File: config.mk
export PLATFORM = sky130hd
export DESIGN_NAME = cat_main_timer
export DESIGN_NICKNAME = d
export VERILOG_FILES = /design/src/cat_pkg.sv /design/src/cat_main_timer.sv
export SDC_FILE = /design/constraint.sdc
export NUM_CORES = 1
export LEC_CHECK = 0
export ABC_AREA = 1
export BUFFER_PORTS_ARGS = -buffer_cell sky130_fd_sc_hd__buf_2
export CAP_MARGIN = 20
export CELL_PAD_IN_SITES_DETAIL_PLACEMENT = 0
export CELL_PAD_IN_SITES_GLOBAL_PLACEMENT = 1
export CORE_MARGIN = 1.5
export CORE_UTILIZATION = 39
export CTS_CLUSTER_SIZE = 30
export DETAILED_ROUTE_END_ITERATION = 10
export PLACE_DENSITY = 0.77
export SLEW_MARGIN = 20
export SYNTH_ARGS = -nofsm -noshare
export SYNTH_HDL_FRONTEND = slang
export SYNTH_SLANG_ARGS = --single-unit
File: constraint.sdc
create_clock -name core_clk_in -period 1.79 [get_ports core_clk_in]
set_input_delay 0.2685 -clock core_clk_in [delete_from_list [all_inputs] [get_ports core_clk_in]]
set_output_delay 0.2685 -clock core_clk_in [all_outputs]
set_load 0.05 [all_outputs]
File: src/cat_pkg.sv
// package: register map, field positions and types of the counter array timer
package cat_pkg;
  localparam int          ADDR_W        = 16;
  localparam logic [15:0] ADDR_MODE     = 16'h00d1;
  localparam logic [15:0] ADDR_CNT_LO   = 16'h00d9;
  localparam logic [15:0] ADDR_FLAGS    = 16'h00e1;
  localparam logic [15:0] ADDR_CNT_HI   = 16'h00e9;
  localparam logic [15:0] ADDR_SNAP_LO  = 16'h00f2;
  localparam logic [15:0] ADDR_SNAP_HI  = 16'h00f3;
  localparam logic [15:0] ADDR_PRESCALE = 16'ha0a5;
  localparam logic [15:0] ADDR_RLD_LO   = 16'ha0a6;
  localparam logic [15:0] ADDR_RLD_HI   = 16'ha0a7;
  localparam logic [7:0]  RESET_BYTE    = 8'h00;
  localparam logic [15:0] RESET_WORD    = 16'h0000;
  localparam logic [7:0]  BYTE_MAX      = 8'hff;
  localparam logic [15:0] WORD_MAX      = 16'hffff;
  localparam logic [15:0] COUNT_STEP    = 16'h0001;
  localparam logic [7:0]  PRESC_STEP    = 8'h01;
  localparam int          NUM_CHANNELS  = 6;

  // mode control byte, bit 7 down to bit 0
  typedef struct packed {
    logic idle_halt_bit;
    logic auto_reload_enable;
    logic byte_width_select;
    logic low_byte_overflow_enable;
    logic counter_enable_bit;
    logic overflow_irq_enable;
    logic compare_irq_enable;
    logic comparator_snapshot_enable;
  } cat_mode_s;

  // flag byte, bit 7 down to bit 0
  typedef struct packed {
    logic       overflow_flag;
    logic       compare_match_flag;
    logic [5:0] channel_flags;
  } cat_flags_s;

  typedef struct packed {
    logic [15:0] addr;
    logic [7:0]  wdata;
    logic        wr;
    logic        rd;
  } cat_bus_req_s;
endpackage : cat_pkg

File: src/cat_main_timer.sv
// main time-base counter of the counter array, with byte register port
//
// How it works
// - tick every prescale plus one clocks
// - idle halt bit stops counting in idle
// - reload at overflow, 16 or 8 bit
// - overflow at low byte wrap or full wrap
// - enable clear stops and zeroes count
// - disabled keeps compare stage loaded
// - overflow irq gated by its enable
// - compare irq gated by its enable
// - comparator event snapshots count when enabled
// - overflow flag sticky until software clears
// - compare flag set on count match
// - one sticky flag per channel
// - count bytes read live, writes ignored
// - low count read snapshots full count
// - snapshot reads, compare-value writes
// - compare value double-buffered
// - reload bytes readable and writable
// - count drives channel time base
//
// The address-and-strobe port was left to the implementer.
`timescale 1ns/1ps
module cat_main_timer
  import cat_pkg::*;
(
  input  wire logic                          core_clk_in,
  input  wire logic                          reset_in,
  input  wire cat_pkg::cat_bus_req_s         bus_req_in,
  output logic [7:0]                         rdata_out,
  input  wire logic                          cpu_idle_in,
  input  wire logic                          comparator_event_in,
  input  wire logic [cat_pkg::NUM_CHANNELS-1:0] channel_irq_in,
  output logic [15:0]                        time_base_out,
  output logic                               overflow_pulse_out,
  output logic                               irq_out
);
  import cat_pkg::*;

  typedef struct packed {
    cat_mode_s   mode;
    cat_flags_s  flags;
    logic [7:0]  prescale;
    logic [7:0]  presc_cnt;
    logic [15:0] count;
    logic [7:0]  rld_lo;
    logic [7:0]  rld_hi;
    logic [15:0] snap;
    logic [15:0] cmp_hold;
    logic [15:0] cmp_active;
    logic [7:0]  rdata;
    logic        ovf_pulse;
  } cat_state_s;

  cat_state_s st;
  cat_state_s next_st;

  logic       tick;
  logic       run;
  logic       ovf;
  logic       match;
  cat_flags_s clr_mask;
  cat_flags_s set_mask;

  // channel flags must fill the rest of the flag byte
  if ($bits(cat_flags_s) != NUM_CHANNELS + 2) begin : g_bad_channel_count
    $error("channel count does not fit the flag byte");
  end

  always_comb begin
    next_st  = st;
    run      = st.mode.counter_enable_bit &&
               !(st.mode.idle_halt_bit && cpu_idle_in);
    // compare as at least, so a smaller prescale written mid-count
    // does not cost a full 256-clock lap
    tick     = run && (st.presc_cnt >= st.prescale);
    // overflow condition on the next increment
    ovf      = tick && (st.mode.low_byte_overflow_enable ?
               (st.count[7:0] == BYTE_MAX) : (st.count == WORD_MAX));
    match    = st.mode.counter_enable_bit &&
               (st.count == st.cmp_active);
    clr_mask = '0;
    set_mask = '0;
    next_st.ovf_pulse = ovf;
    next_st.rdata     = RESET_BYTE;

    // prescaler divides by prescale + 1
    if (!run) begin
      next_st.presc_cnt = RESET_BYTE;
    end else if (tick) begin
      next_st.presc_cnt = RESET_BYTE;
    end else begin
      next_st.presc_cnt = st.presc_cnt + PRESC_STEP;
    end

    if (!st.mode.counter_enable_bit) begin
      next_st.count = RESET_WORD;
    end else if (ovf && st.mode.auto_reload_enable) begin
      if (st.mode.byte_width_select) begin
        next_st.count = {st.count[15:8], st.rld_lo};
      end else begin
        next_st.count = {st.rld_hi, st.rld_lo};
      end
    end else if (tick && st.mode.byte_width_select) begin
      // 8-bit counter leaves the high byte alone; without low-byte
      // overflow set by software the wrap would go unflagged
      next_st.count[7:0] = st.count[7:0] + COUNT_STEP[7:0];
    end else if (tick) begin
      next_st.count = st.count + COUNT_STEP;
    end

    // active compare follows holding stage only at safe moments
    if (!st.mode.counter_enable_bit || ovf) begin
      next_st.cmp_active = st.cmp_hold;
    end

    if (comparator_event_in && st.mode.comparator_snapshot_enable) begin
      next_st.snap = st.count;
    end

    set_mask.overflow_flag      = ovf;
    set_mask.compare_match_flag = match;
    set_mask.channel_flags      = channel_irq_in;

    if (bus_req_in.wr) begin
      unique case (bus_req_in.addr)
        ADDR_MODE:     next_st.mode     = bus_req_in.wdata;
        ADDR_FLAGS:    clr_mask         = ~bus_req_in.wdata;
        ADDR_PRESCALE: next_st.prescale = bus_req_in.wdata;
        ADDR_RLD_LO:   next_st.rld_lo   = bus_req_in.wdata;
        ADDR_RLD_HI:   next_st.rld_hi   = bus_req_in.wdata;
        ADDR_SNAP_LO:  next_st.cmp_hold[7:0]  = bus_req_in.wdata;
        ADDR_SNAP_HI:  next_st.cmp_hold[15:8] = bus_req_in.wdata;
        default: ; // count bytes and unmapped: write ignored
      endcase
    end

    if (bus_req_in.rd) begin
      unique case (bus_req_in.addr)
        ADDR_MODE:     next_st.rdata = st.mode;
        ADDR_FLAGS:    next_st.rdata = st.flags;
        ADDR_CNT_LO: begin
          next_st.rdata = st.count[7:0];
          next_st.snap  = st.count;
        end
        ADDR_CNT_HI:   next_st.rdata = st.count[15:8];
        ADDR_SNAP_LO:  next_st.rdata = st.snap[7:0];
        ADDR_SNAP_HI:  next_st.rdata = st.snap[15:8];
        ADDR_PRESCALE: next_st.rdata = st.prescale;
        ADDR_RLD_LO:   next_st.rdata = st.rld_lo;
        ADDR_RLD_HI:   next_st.rdata = st.rld_hi;
        default:       next_st.rdata = RESET_BYTE;
      endcase
    end

    // set beats clear in the same cycle
    next_st.flags = (st.flags & ~clr_mask) | set_mask;
  end

  always_ff @(posedge core_clk_in) begin
    if (reset_in) begin
      st <= '0;
    end else begin
      st <= next_st;
    end
  end

  assign rdata_out          = st.rdata;
  assign time_base_out      = st.count;
  assign overflow_pulse_out = st.ovf_pulse;
  assign irq_out = (st.flags.overflow_flag && st.mode.overflow_irq_enable) ||
                   (st.flags.compare_match_flag &&
                    st.mode.compare_irq_enable);

  property p_ovf_sets_flag;
    @(posedge core_clk_in) disable iff (reset_in)
      ovf |=> st.flags.overflow_flag;
  endproperty
  a_ovf_sets_flag: assert property (p_ovf_sets_flag)
    else $error("overflow did not set flag");

  property p_flag_sticky;
    @(posedge core_clk_in) disable iff (reset_in)
      st.flags.overflow_flag && !bus_req_in.wr |=> st.flags.overflow_flag;
  endproperty
  a_flag_sticky: assert property (p_flag_sticky)
    else $error("overflow flag dropped without write");

  property p_disable_zeroes;
    @(posedge core_clk_in) disable iff (reset_in)
      !st.mode.counter_enable_bit |=> st.count == RESET_WORD;
  endproperty
  a_disable_zeroes: assert property (p_disable_zeroes)
    else $error("count not cleared while disabled");

  property p_disabled_loads_cmp;
    @(posedge core_clk_in) disable iff (reset_in)
      !st.mode.counter_enable_bit |=> st.cmp_active == $past(st.cmp_hold);
  endproperty
  a_disabled_loads_cmp: assert property (p_disabled_loads_cmp)
    else $error("compare stage not loaded while disabled");

  property p_step;
    @(posedge core_clk_in) disable iff (reset_in)
      tick && !ovf |=> st.count == $past(st.count) + COUNT_STEP;
  endproperty
  a_step: assert property (p_step)
    else $error("count did not step by one");

  property p_reload16;
    @(posedge core_clk_in) disable iff (reset_in)
      ovf && st.mode.auto_reload_enable && !st.mode.byte_width_select
      |=> st.count == {$past(st.rld_hi), $past(st.rld_lo)};
  endproperty
  a_reload16: assert property (p_reload16)
    else $error("16-bit reload wrong");

  property p_idle_halt;
    @(posedge core_clk_in) disable iff (reset_in)
      st.mode.idle_halt_bit && cpu_idle_in && st.mode.counter_enable_bit
      && !bus_req_in.wr |=> $stable(st.count);
  endproperty
  a_idle_halt: assert property (p_idle_halt)
    else $error("count moved in idle halt");

  property p_lo_read_snap;
    @(posedge core_clk_in) disable iff (reset_in)
      bus_req_in.rd && bus_req_in.addr == ADDR_CNT_LO
      |=> st.snap == $past(st.count);
  endproperty
  a_lo_read_snap: assert property (p_lo_read_snap)
    else $error("low count read did not snapshot");

  property p_irq_gate;
    @(posedge core_clk_in) disable iff (reset_in)
      irq_out |-> (st.flags.overflow_flag && st.mode.overflow_irq_enable) ||
                  (st.flags.compare_match_flag && st.mode.compare_irq_enable);
  endproperty
  a_irq_gate: assert property (p_irq_gate)
    else $error("interrupt without enabled flag");

  property p_match_flag;
    @(posedge core_clk_in) disable iff (reset_in)
      match |=> st.flags.compare_match_flag;
  endproperty
  a_match_flag: assert property (p_match_flag)
    else $error("compare match did not set flag");

  property p_presc_count;
    @(posedge core_clk_in) disable iff (reset_in)
      run && !tick |=> st.presc_cnt == $past(st.presc_cnt) + PRESC_STEP;
  endproperty
  a_presc_count: assert property (p_presc_count)
    else $error("prescaler did not advance");

  property p_tick_reset;
    @(posedge core_clk_in) disable iff (reset_in)
      tick |=> st.presc_cnt == RESET_BYTE;
  endproperty
  a_tick_reset: assert property (p_tick_reset)
    else $error("prescaler did not restart after tick");

  property p_hold_between_ticks;
    @(posedge core_clk_in) disable iff (reset_in)
      st.mode.counter_enable_bit && !tick |=> $stable(st.count);
  endproperty
  a_hold_between_ticks: assert property (p_hold_between_ticks)
    else $error("count moved without a tick");

  property p_reload8;
    @(posedge core_clk_in) disable iff (reset_in)
      ovf && st.mode.auto_reload_enable && st.mode.byte_width_select
      |=> st.count == {$past(st.count[15:8]), $past(st.rld_lo)};
  endproperty
  a_reload8: assert property (p_reload8)
    else $error("8-bit reload wrong");

  property p_free8;
    @(posedge core_clk_in) disable iff (reset_in)
      ovf && !st.mode.auto_reload_enable && st.mode.byte_width_select
      |=> st.count == {$past(st.count[15:8]), RESET_BYTE};
  endproperty
  a_free8: assert property (p_free8)
    else $error("8-bit wrap touched the high byte");

  property p_wrap16;
    @(posedge core_clk_in) disable iff (reset_in)
      ovf && !st.mode.auto_reload_enable && !st.mode.byte_width_select &&
      !st.mode.low_byte_overflow_enable |=> st.count == RESET_WORD;
  endproperty
  a_wrap16: assert property (p_wrap16)
    else $error("16-bit wrap did not reach zero");

  property p_cmp_held;
    @(posedge core_clk_in) disable iff (reset_in)
      st.mode.counter_enable_bit && !ovf |=> $stable(st.cmp_active);
  endproperty
  a_cmp_held: assert property (p_cmp_held)
    else $error("active compare changed while counting");

  property p_ovf_loads_cmp;
    @(posedge core_clk_in) disable iff (reset_in)
      ovf |=> st.cmp_active == $past(st.cmp_hold);
  endproperty
  a_ovf_loads_cmp: assert property (p_ovf_loads_cmp)
    else $error("compare stage not loaded at overflow");

  property p_event_snap;
    @(posedge core_clk_in) disable iff (reset_in)
      comparator_event_in && st.mode.comparator_snapshot_enable
      |=> st.snap == $past(st.count);
  endproperty
  a_event_snap: assert property (p_event_snap)
    else $error("comparator event did not snapshot");

  property p_event_ignored;
    @(posedge core_clk_in) disable iff (reset_in)
      !(comparator_event_in && st.mode.comparator_snapshot_enable) &&
      !(bus_req_in.rd && bus_req_in.addr == ADDR_CNT_LO)
      |=> $stable(st.snap);
  endproperty
  a_event_ignored: assert property (p_event_ignored)
    else $error("snapshot changed without a trigger");

  property p_cnt_hi_read;
    @(posedge core_clk_in) disable iff (reset_in)
      bus_req_in.rd && bus_req_in.addr == ADDR_CNT_HI
      |=> rdata_out == $past(st.count[15:8]);
  endproperty
  a_cnt_hi_read: assert property (p_cnt_hi_read)
    else $error("high count read not live");

  property p_snap_hi_read;
    @(posedge core_clk_in) disable iff (reset_in)
      bus_req_in.rd && bus_req_in.addr == ADDR_SNAP_HI
      |=> rdata_out == $past(st.snap[15:8]);
  endproperty
  a_snap_hi_read: assert property (p_snap_hi_read)
    else $error("snapshot high read wrong");

  property p_cmp_write;
    @(posedge core_clk_in) disable iff (reset_in)
      bus_req_in.wr && bus_req_in.addr == ADDR_SNAP_LO
      |=> st.cmp_hold[7:0] == $past(bus_req_in.wdata);
  endproperty
  a_cmp_write: assert property (p_cmp_write)
    else $error("compare low write did not reach hold stage");

  property p_chan_flags;
    @(posedge core_clk_in) disable iff (reset_in)
      (|channel_irq_in)
      |=> (st.flags.channel_flags & $past(channel_irq_in)) ==
          $past(channel_irq_in);
  endproperty
  a_chan_flags: assert property (p_chan_flags)
    else $error("channel request did not set its flag");

  property p_ovf_clear;
    @(posedge core_clk_in) disable iff (reset_in)
      clr_mask.overflow_flag && !ovf |=> !st.flags.overflow_flag;
  endproperty
  a_ovf_clear: assert property (p_ovf_clear)
    else $error("software write did not clear overflow flag");

  property p_match_only;
    @(posedge core_clk_in) disable iff (reset_in)
      !st.flags.compare_match_flag && !match
      |=> !st.flags.compare_match_flag;
  endproperty
  a_match_only: assert property (p_match_only)
    else $error("compare flag set without a match");

  property p_ovf_only;
    @(posedge core_clk_in) disable iff (reset_in)
      !st.flags.overflow_flag && !ovf |=> !st.flags.overflow_flag;
  endproperty
  a_ovf_only: assert property (p_ovf_only)
    else $error("overflow flag set without overflow");

  property p_pulse;
    @(posedge core_clk_in) disable iff (reset_in)
      ovf |=> overflow_pulse_out;
  endproperty
  a_pulse: assert property (p_pulse)
    else $error("overflow pulse missing");

  property p_rld_read;
    @(posedge core_clk_in) disable iff (reset_in)
      bus_req_in.rd && bus_req_in.addr == ADDR_RLD_HI
      |=> rdata_out == $past(st.rld_hi);
  endproperty
  a_rld_read: assert property (p_rld_read)
    else $error("reload high read wrong");
endmodule : cat_main_timer

==> out/qor.tcl, run 1 <==
set qor(detailedPlacementHpwl_um) 15200
set qor(required_ns) 2.15
set qor(fillers) 1516
set qor(drt.antenna.violating_nets) 0
set qor(layoutNonFillerInstCount) 1238
set qor(start_util) 0.404
set qor(number_of_antenna_violations_at_the_first_check_in_global_routing) 0
set qor(clock_tree.htree_level_count) 4
set qor(placedCellCount) 1200
set qor(dieWidth_um) 129
set qor(syn_to_final_growth_pct) 29.7
set qor(synth_top_flop_cell) {dfxtp_1}
set qor(holdBufCountCts) 0
set qor(setup_repair_after_global_routing_missed_its_margin) {yes}
set qor(cpMostUsedCell) {nor2_1}
set qor(crit_chain) {inv_2, ha_4, nand2_2, nor2_1, nor2_1, nand2_1, nand2_2, buf_6, a21boi_4, nand2_4, nand2_8, buf_12, o21ai_2, nor2_1}
set qor(synth_enable_flop_cells) 0
set qor(core_area_um2) 15400
set qor(route.detailed.drc) 0
set qor(synth.top_cells.by_area) {dfxtp_1 (39%), nand2_1 (8.9%), o21ai_0 (8.0%)}
set qor(via_count) 6223
set qor(setup.worst_path.class) {reg2reg}
set qor(initialDrtViolationCount) 557
set qor(io-pin-count) 62
set qor(post-synth-top-area-fraction) 0.390
set qor(count_of_state_elements_after_synthesis) 121
set qor(synthesis.area_um2) 6220
set qor(synth-seq-area-share) 0.390
set qor(cp_slowest_stage_delay_ns) 0.33
set qor(cellPowerDensity_nw_per_um2) 779
set qor(critical-path-slowest-cell) {dfxtp_2}
set qor(gp_routability_congestion) 0.879
set qor(hold_violations) 0
set qor(p_leak_nw) 3.38
set qor(power_mw) 6.28
set qor(max_capacitance_violation_total) 0
set qor(dieArea_um2) 16700
set qor(floorplan.rows) 45
set qor(postRouteWirelength_um) 19900
set qor(max-vdd-ir-drop_v) 0.000650
set qor(timing.critical_path.from_type) {flip-flop}
set qor(fin_worst_hold_slack_ns) 0.0814
set qor(worstSkewPairLatency_ns) 0.42
set qor(netlist_instances) 886
set qor(worstPathMaxFanout) 8
set qor(die_y_um) 129
set qor(post-synth-top-count-cell) {nand2_1}
set qor(cts_inserted_buffers) 17
set qor(synth_commonest_cells) {nand2_1 (148), inv_1 (129), dfxtp_1 (121), nor2_1 (104), o21ai_0 (100)}
set qor(synth.net_count) 932
set qor(synthesis.yosys.warnings) 0
set qor(min-delay-path-class) {in2reg}
set qor(nets) 1061
set qor(numPortBuffers) 61
set qor(postPlaceCellArea_um2) 7230
set qor(ys_types) 38
set qor(post-route-min-period_ns) 1.96
set qor(first_pass_grt_wire_length_um) 31300
set qor(clock_tree.root_cell) {clkbuf_16}
set qor(synth_largest_area_cell) {dfxtp_1}
set qor(antenna-diode-count) 0
set qor(finalMaxSlewViolations) 0
set qor(violations) {setup timing}
set qor(post_route_cells_drive_above_1_share) 0.261
set qor(finalWorstSetupSlack_ns) -0.171
set qor(postSynthAreaPerCell_um2) 7.02
set qor(vias_in_the_first_global_route) 5890
set qor(worst_clock_skew_ns) 0.00550
set qor(utilization) 0.525
set qor(gr-total-overflow) 0
set qor(cts_buffer_depth) 2
set qor(tightestPinTransition_ns) 0.392
set qor(clock-sinks) 121
set qor(ys_async_sr_fraction) 0
set qor(detail_route.vias_per_cell) 5.03
set qor(firstDrtPassIters) 5
set qor(finalInstanceArea_um2) 8060
set qor(worstSetupEndpointType) {flip-flop}
set qor(max_freq_mhz) 510
set qor(tritoncts_clock_tree) {built}
set qor(timing.slew.headroom) 0.738
set qor(setup_viol) 33
set qor(grt_start_max_net_pins) 33
set qor(run_status) {finished with violations}
set qor(global_route.usage.total) 0.250
set qor(clk_pin_slew_ns) 0.06
set qor(cp_data_arrival_time_ns) 2.32
set qor(routedWlPerCell_um) 16.1
set qor(layout_worst_path_cycle_share) 1.10
## report_power, final
part           internal, mW  leakage [nW]  switching, mW
clock                  2.07         0.264           1.28
combinational        0.0821          2.14          0.144
sequential             2.70         0.979        0.00507
## cells by family (layout without fill, tap and decap cells)
group | count (synthesis) | count (layout) | share of synthesized area
AOI/OAI and AO/OA | 201 | 201 | 0.180
DFF | 121 | 121 | 0.390
and+or+nand+nor | 356 | 357 | 0.258
buffers and inverters | 184 | 324 | 0.133
xor gates and xnor gates | 14 | 14 | 0.0197
adders and majority gates | 10 | 10 | 0.0201
## timing repair
action / CTS / global route
endpoints found under the setup margin: 33 / 42
setup buffers: 4 / 2
pin swaps: 20 / 17
cloned: 2 / 0
endpoints found under the hold margin: 0 / 0
gates resized for setup: 56 / 14
## worst max-delay path, delay by kind of cell (launching register included)
| kind | cells | cell delay, ns |
|---|---|---|
| simple gates | 8 | 0.68 |
| fa+ha+maj | 1 | 0.26 |
| buf+inv | 3 | 0.30 |
| flops | 1 | 0.33 |
| compound gates | 2 | 0.33 |
## routing by layer
layer | vias to the layer above | part of all wire | track usage
li1 | 3143 | - | -
met1 | 2855 | 0.47 | 0.345
met2 | 200 | 0.45 | 0.395
met3 | 25 | 0.059 | 0.0516
met4 | 0 | 0.016 | 0.0767
met5 | - | 0 | 0
## sequential cells by signal (all words and copies together) (netlist names)
signal / count
overflow_pulse_out: 1
rdata_out: 8
time_base_out: 16
st: 96
## placed cells by master (no fill, tap or decap), types with 3 or more instances in the layout
cell type | netlist | routed
a21oi_1 | 76 | 67
a21oi_2 | 0 | 9
a221oi_1 | 16 | 16
buf_12 | 0 | 5
buf_2 | 7 | 61
buf_4 | 25 | 88
buf_6 | 4 | 5
clkbuf_16 | 0 | 17
clkinvlp_4 | 0 | 5
dfxtp_1 | 121 | 116
dfxtp_2 | 0 | 5
ha_1 | 10 | 6
ha_4 | 0 | 4
inv_1 | 129 | 124
inv_2 | 2 | 5
nand2_1 | 148 | 142
nand2_2 | 6 | 9
nand2_4 | 1 | 4
nand3_1 | 31 | 30
nand3_2 | 2 | 3
nand3b_1 | 3 | 3
nand4_1 | 31 | 31
nor2_1 | 104 | 94
nor2_2 | 7 | 17
nor3_1 | 10 | 10
o21ai_0 | 100 | 88
o21ai_1 | 0 | 7
o21ai_2 | 1 | 6
or2_2 | 5 | 5
xor2_1 | 13 | 13
## path summary, 6_finish.rpt
check,start,end,slack [ns],depth (start not counted)
min reg2reg,st[115]$_SDFFE_PP0P_,st[115]$_SDFFE_PP0P_,0.46,2
max,st[100]$_SDFFE_PP0P_,st[12]$_SDFFE_PP0P_,-0.17,14
max reg2reg,st[100]$_SDFFE_PP0P_,st[12]$_SDFFE_PP0P_,-0.17,14
min,channel_irq_in[5],st[110]$_SDFF_PP0_,0.08,3
## area by class of cell
| cell class | count | area [um2] | area share |
|---|---|---|---|
| Sequential cell | 121 | 2430 | 0.301 |
| Inverter | 133 | 512 | 0.0635 |
| Tap cell | 211 | 264 | 0.0327 |
| Clock buffer | 20 | 447 | 0.0554 |
| Multi-Input combinational cell | 582 | 3160 | 0.391 |
| Clock inverter | 11 | 125 | 0.0155 |
| Timing Repair inverter | 1 | 8.76 | 0.00109 |
| Timing Repair Buffer | 159 | 1120 | 0.139 |
## stage by stage
step	TNS (ns)	setup slack [ns]
2_1_floorplan	0	0.00482
6_report	-3.80	-0.171
4_1_cts	-2.74	-0.128
5_1_grt	-7.55	-0.243
3_3_place_gp	-3.45	-0.178
3_5_place_dp	-4.46	-0.219
No activity file was read; power rests on OpenSTA's default activity.
==> inputs of run 2 (changes only) <==
Settings changed: PLACE_DENSITY 0.77 to unset, PLACE_DENSITY_LB_ADDON set to 0.25.
==> out/qor.tcl, run 2 (synthesis results as in run 1) <==
set qor(finalInstanceArea_um2) 8270
set qor(drt.antenna.violating_nets) 0
set qor(layoutNonFillerInstCount) 1240
set qor(utilization) 0.538
set qor(p_seq_frac) 0.418
set qor(core_area_um2) 15400
set qor(finalWorstSetupSlack_ns) -0.120
set qor(worst_hold_startpoint) {channel_irq_in[3]}
set qor(cts_buffer_depth) 2
set qor(r2r-start) {st[100]$_SDFFE_PP0P_}
set qor(firstDrtPassIters) 5
set qor(p_leak_nw) 3.43
set qor(tritoncts_clock_tree) {built}
set qor(detail_route.vias_per_cell) 5.04
set qor(setup.worst_path.class) {reg2reg}
set qor(syn_to_final_growth_pct) 33.0
set qor(worst_clock_skew_ns) 0.00957
set qor(die_y_um) 129
set qor(clock_tree.root_cell) {clkbuf_16}
set qor(clock_tree.htree_level_count) 4
set qor(violations) {setup timing}
set qor(sw_frac_of_total) 0.245
set qor(cts_inserted_buffers) 17
set qor(postRouteWirelength_um) 20500
set qor(number_of_antenna_violations_at_the_first_check_in_global_routing) 0
set qor(dieWidth_um) 129
set qor(cp_data_arrival_time_ns) 2.27
set qor(timing.slew.headroom) 0.649
set qor(pwr-share-comb) 0.036
set qor(largest-register) {st}
set qor(placedCellCount) 1198
set qor(switchingPower_mw) 1.59
set qor(numPortBuffers) 61
set qor(fillers) 1534
set qor(detailedPlacementHpwl_um) 15300
set qor(setup_repair_after_global_routing_missed_its_margin) {yes}
set qor(min-delay-path-class) {in2reg}
set qor(layout_worst_path_cycle_share) 1.07
set qor(critical_path_start) {st[100]$_SDFFE_PP0P_}
set qor(gp_routability_congestion) 0.907
set qor(worstPathMaxFanout) 7
set qor(initialDrtViolationCount) 449
set qor(global_route.usage.total) 0.259
set qor(worstSetupEndpointType) {flip-flop}
set qor(holdBufCountCts) 0
set qor(nets) 1062
set qor(placement.setup.worst_slack_ns) -0.182
set qor(first_pass_grt_wire_length_um) 32300
set qor(via_count) 6248
set qor(post-route-min-period_ns) 1.91
set qor(power_frac_clock) 0.546
set qor(cellPowerDensity_nw_per_um2) 784
set qor(required_ns) 2.15
set qor(gr-total-overflow) 0
set qor(floorplan.rows) 45
set qor(dieArea_um2) 16700
set qor(grt_start_max_net_pins) 37
set qor(most_frequent_standard_cell_in_the_layout_excluding_fill_and_tap_cells) {nand2_1}
set qor(fin_worst_hold_slack_ns) 0.0728
set qor(setup_viol) 32
set qor(postPlaceCellArea_um2) 7230
set qor(timing.critical_path.from_type) {flip-flop}
set qor(max_freq_mhz) 524
set qor(max_capacitance_violation_total) 0
set qor(max-vdd-ir-drop_v) 0.000789
set qor(worstSkewPairLatency_ns) 0.43
set qor(vias_in_the_first_global_route) 5959
set qor(finalSetupTns_ns) -2.18
set qor(start_util) 0.404
set qor(route.detailed.drc) 0
set qor(run_status) {finished with violations}
set qor(routedWlPerCell_um) 16.5
set qor(io-pin-count) 62
set qor(final_cell_mix) {nand2_1 (138), inv_1 (120), dfxtp_1 (114)}
set qor(post_route_cells_drive_above_1_share) 0.292
set qor(tightestPinTransition_ns) 0.527
set qor(clk_pin_slew_ns) 0.06
set qor(antenna-diode-count) 0
set qor(clock-sinks) 121
set qor(internal-power_mw) 4.89
set qor(largest_register_ffs) 96
set qor(finalMaxSlewViolations) 0
set qor(hold_violations) 0
set qor(power_mw) 6.48
-- run 2: changes by cell type in the layout (fill, tap and decap cells not counted), moves of 5 or more --
cell | previous run | this run
inv_6 | 1 | 8
o21ai_1 | 7 | 2
o21ai_2 | 6 | 16
o21ai_0 | 88 | 83
-- run 2: power groups by stage --
stage	sequential, mW	clock, mW	combinational [mW]
after floorplan	2.77	0	0.105
after global placement	2.77	0	0.222
after detailed placement	2.77	0	0.221
after CTS	2.71	3.58	0.231
after global routing	2.71	3.72	0.257
final	2.71	3.54	0.234
-- run 2: final timing paths --
path | to | slack (ns) | cells past startpoint
setup / recovery | time_base_out[4]$_SDFFE_PP0P_ | -0.12 | 14
hold / removal | st[108]$_SDFF_PP0_ | 0.07 | 3
setup reg to reg | time_base_out[4]$_SDFFE_PP0P_ | -0.12 | 14
hold reg to reg | st[114]$_SDFFE_PP0P_ | 0.47 | 2
-- run 2: area by class of cell --
class                      count  area [um2]  area share
tap                          211         264      0.0319
inverter                     133         517      0.0625
timing repair buffer         162        1180       0.142
clock inverter                15         179      0.0216
sequential                   121        2430       0.294
clock buffer                  17         425      0.0515
multi-input combinational    581        3270       0.396
-- run 2: per-layer routing --
metal / vias to the layer above / wire [um] / GRT usage
met4: 0 / 518 / 0.0945
met1: 2905 / 9720 / 0.361
met5: - / 0 / 0
li1: 3140 / - / -
met3: 37 / 1070 / 0.0566
met2: 166 / 9220 / 0.392
-- run 2: timing repair --
| action | in CTS | in global routing |
|---|---|---|
| pin swaps | 35 | 32 |
| endpoints found under the setup margin | 40 | 42 |
| buffers inserted | 9 | 2 |
| resized for setup | 79 | 36 |
-- run 2: worst max-delay path: stages (launching register included) --
cell      delay [ns]
dfxtp_2         0.33
inv_2           0.05
ha_4            0.26
nand2_2         0.05
nor2_1          0.10
nor2_1          0.05
nand2_1         0.08
nand2_2         0.10
a21boi_4        0.28
buf_4           0.17
buf_6           0.11
nand2_1         0.05
nand2_1         0.05
nand2_1         0.06
a21oi_2         0.11
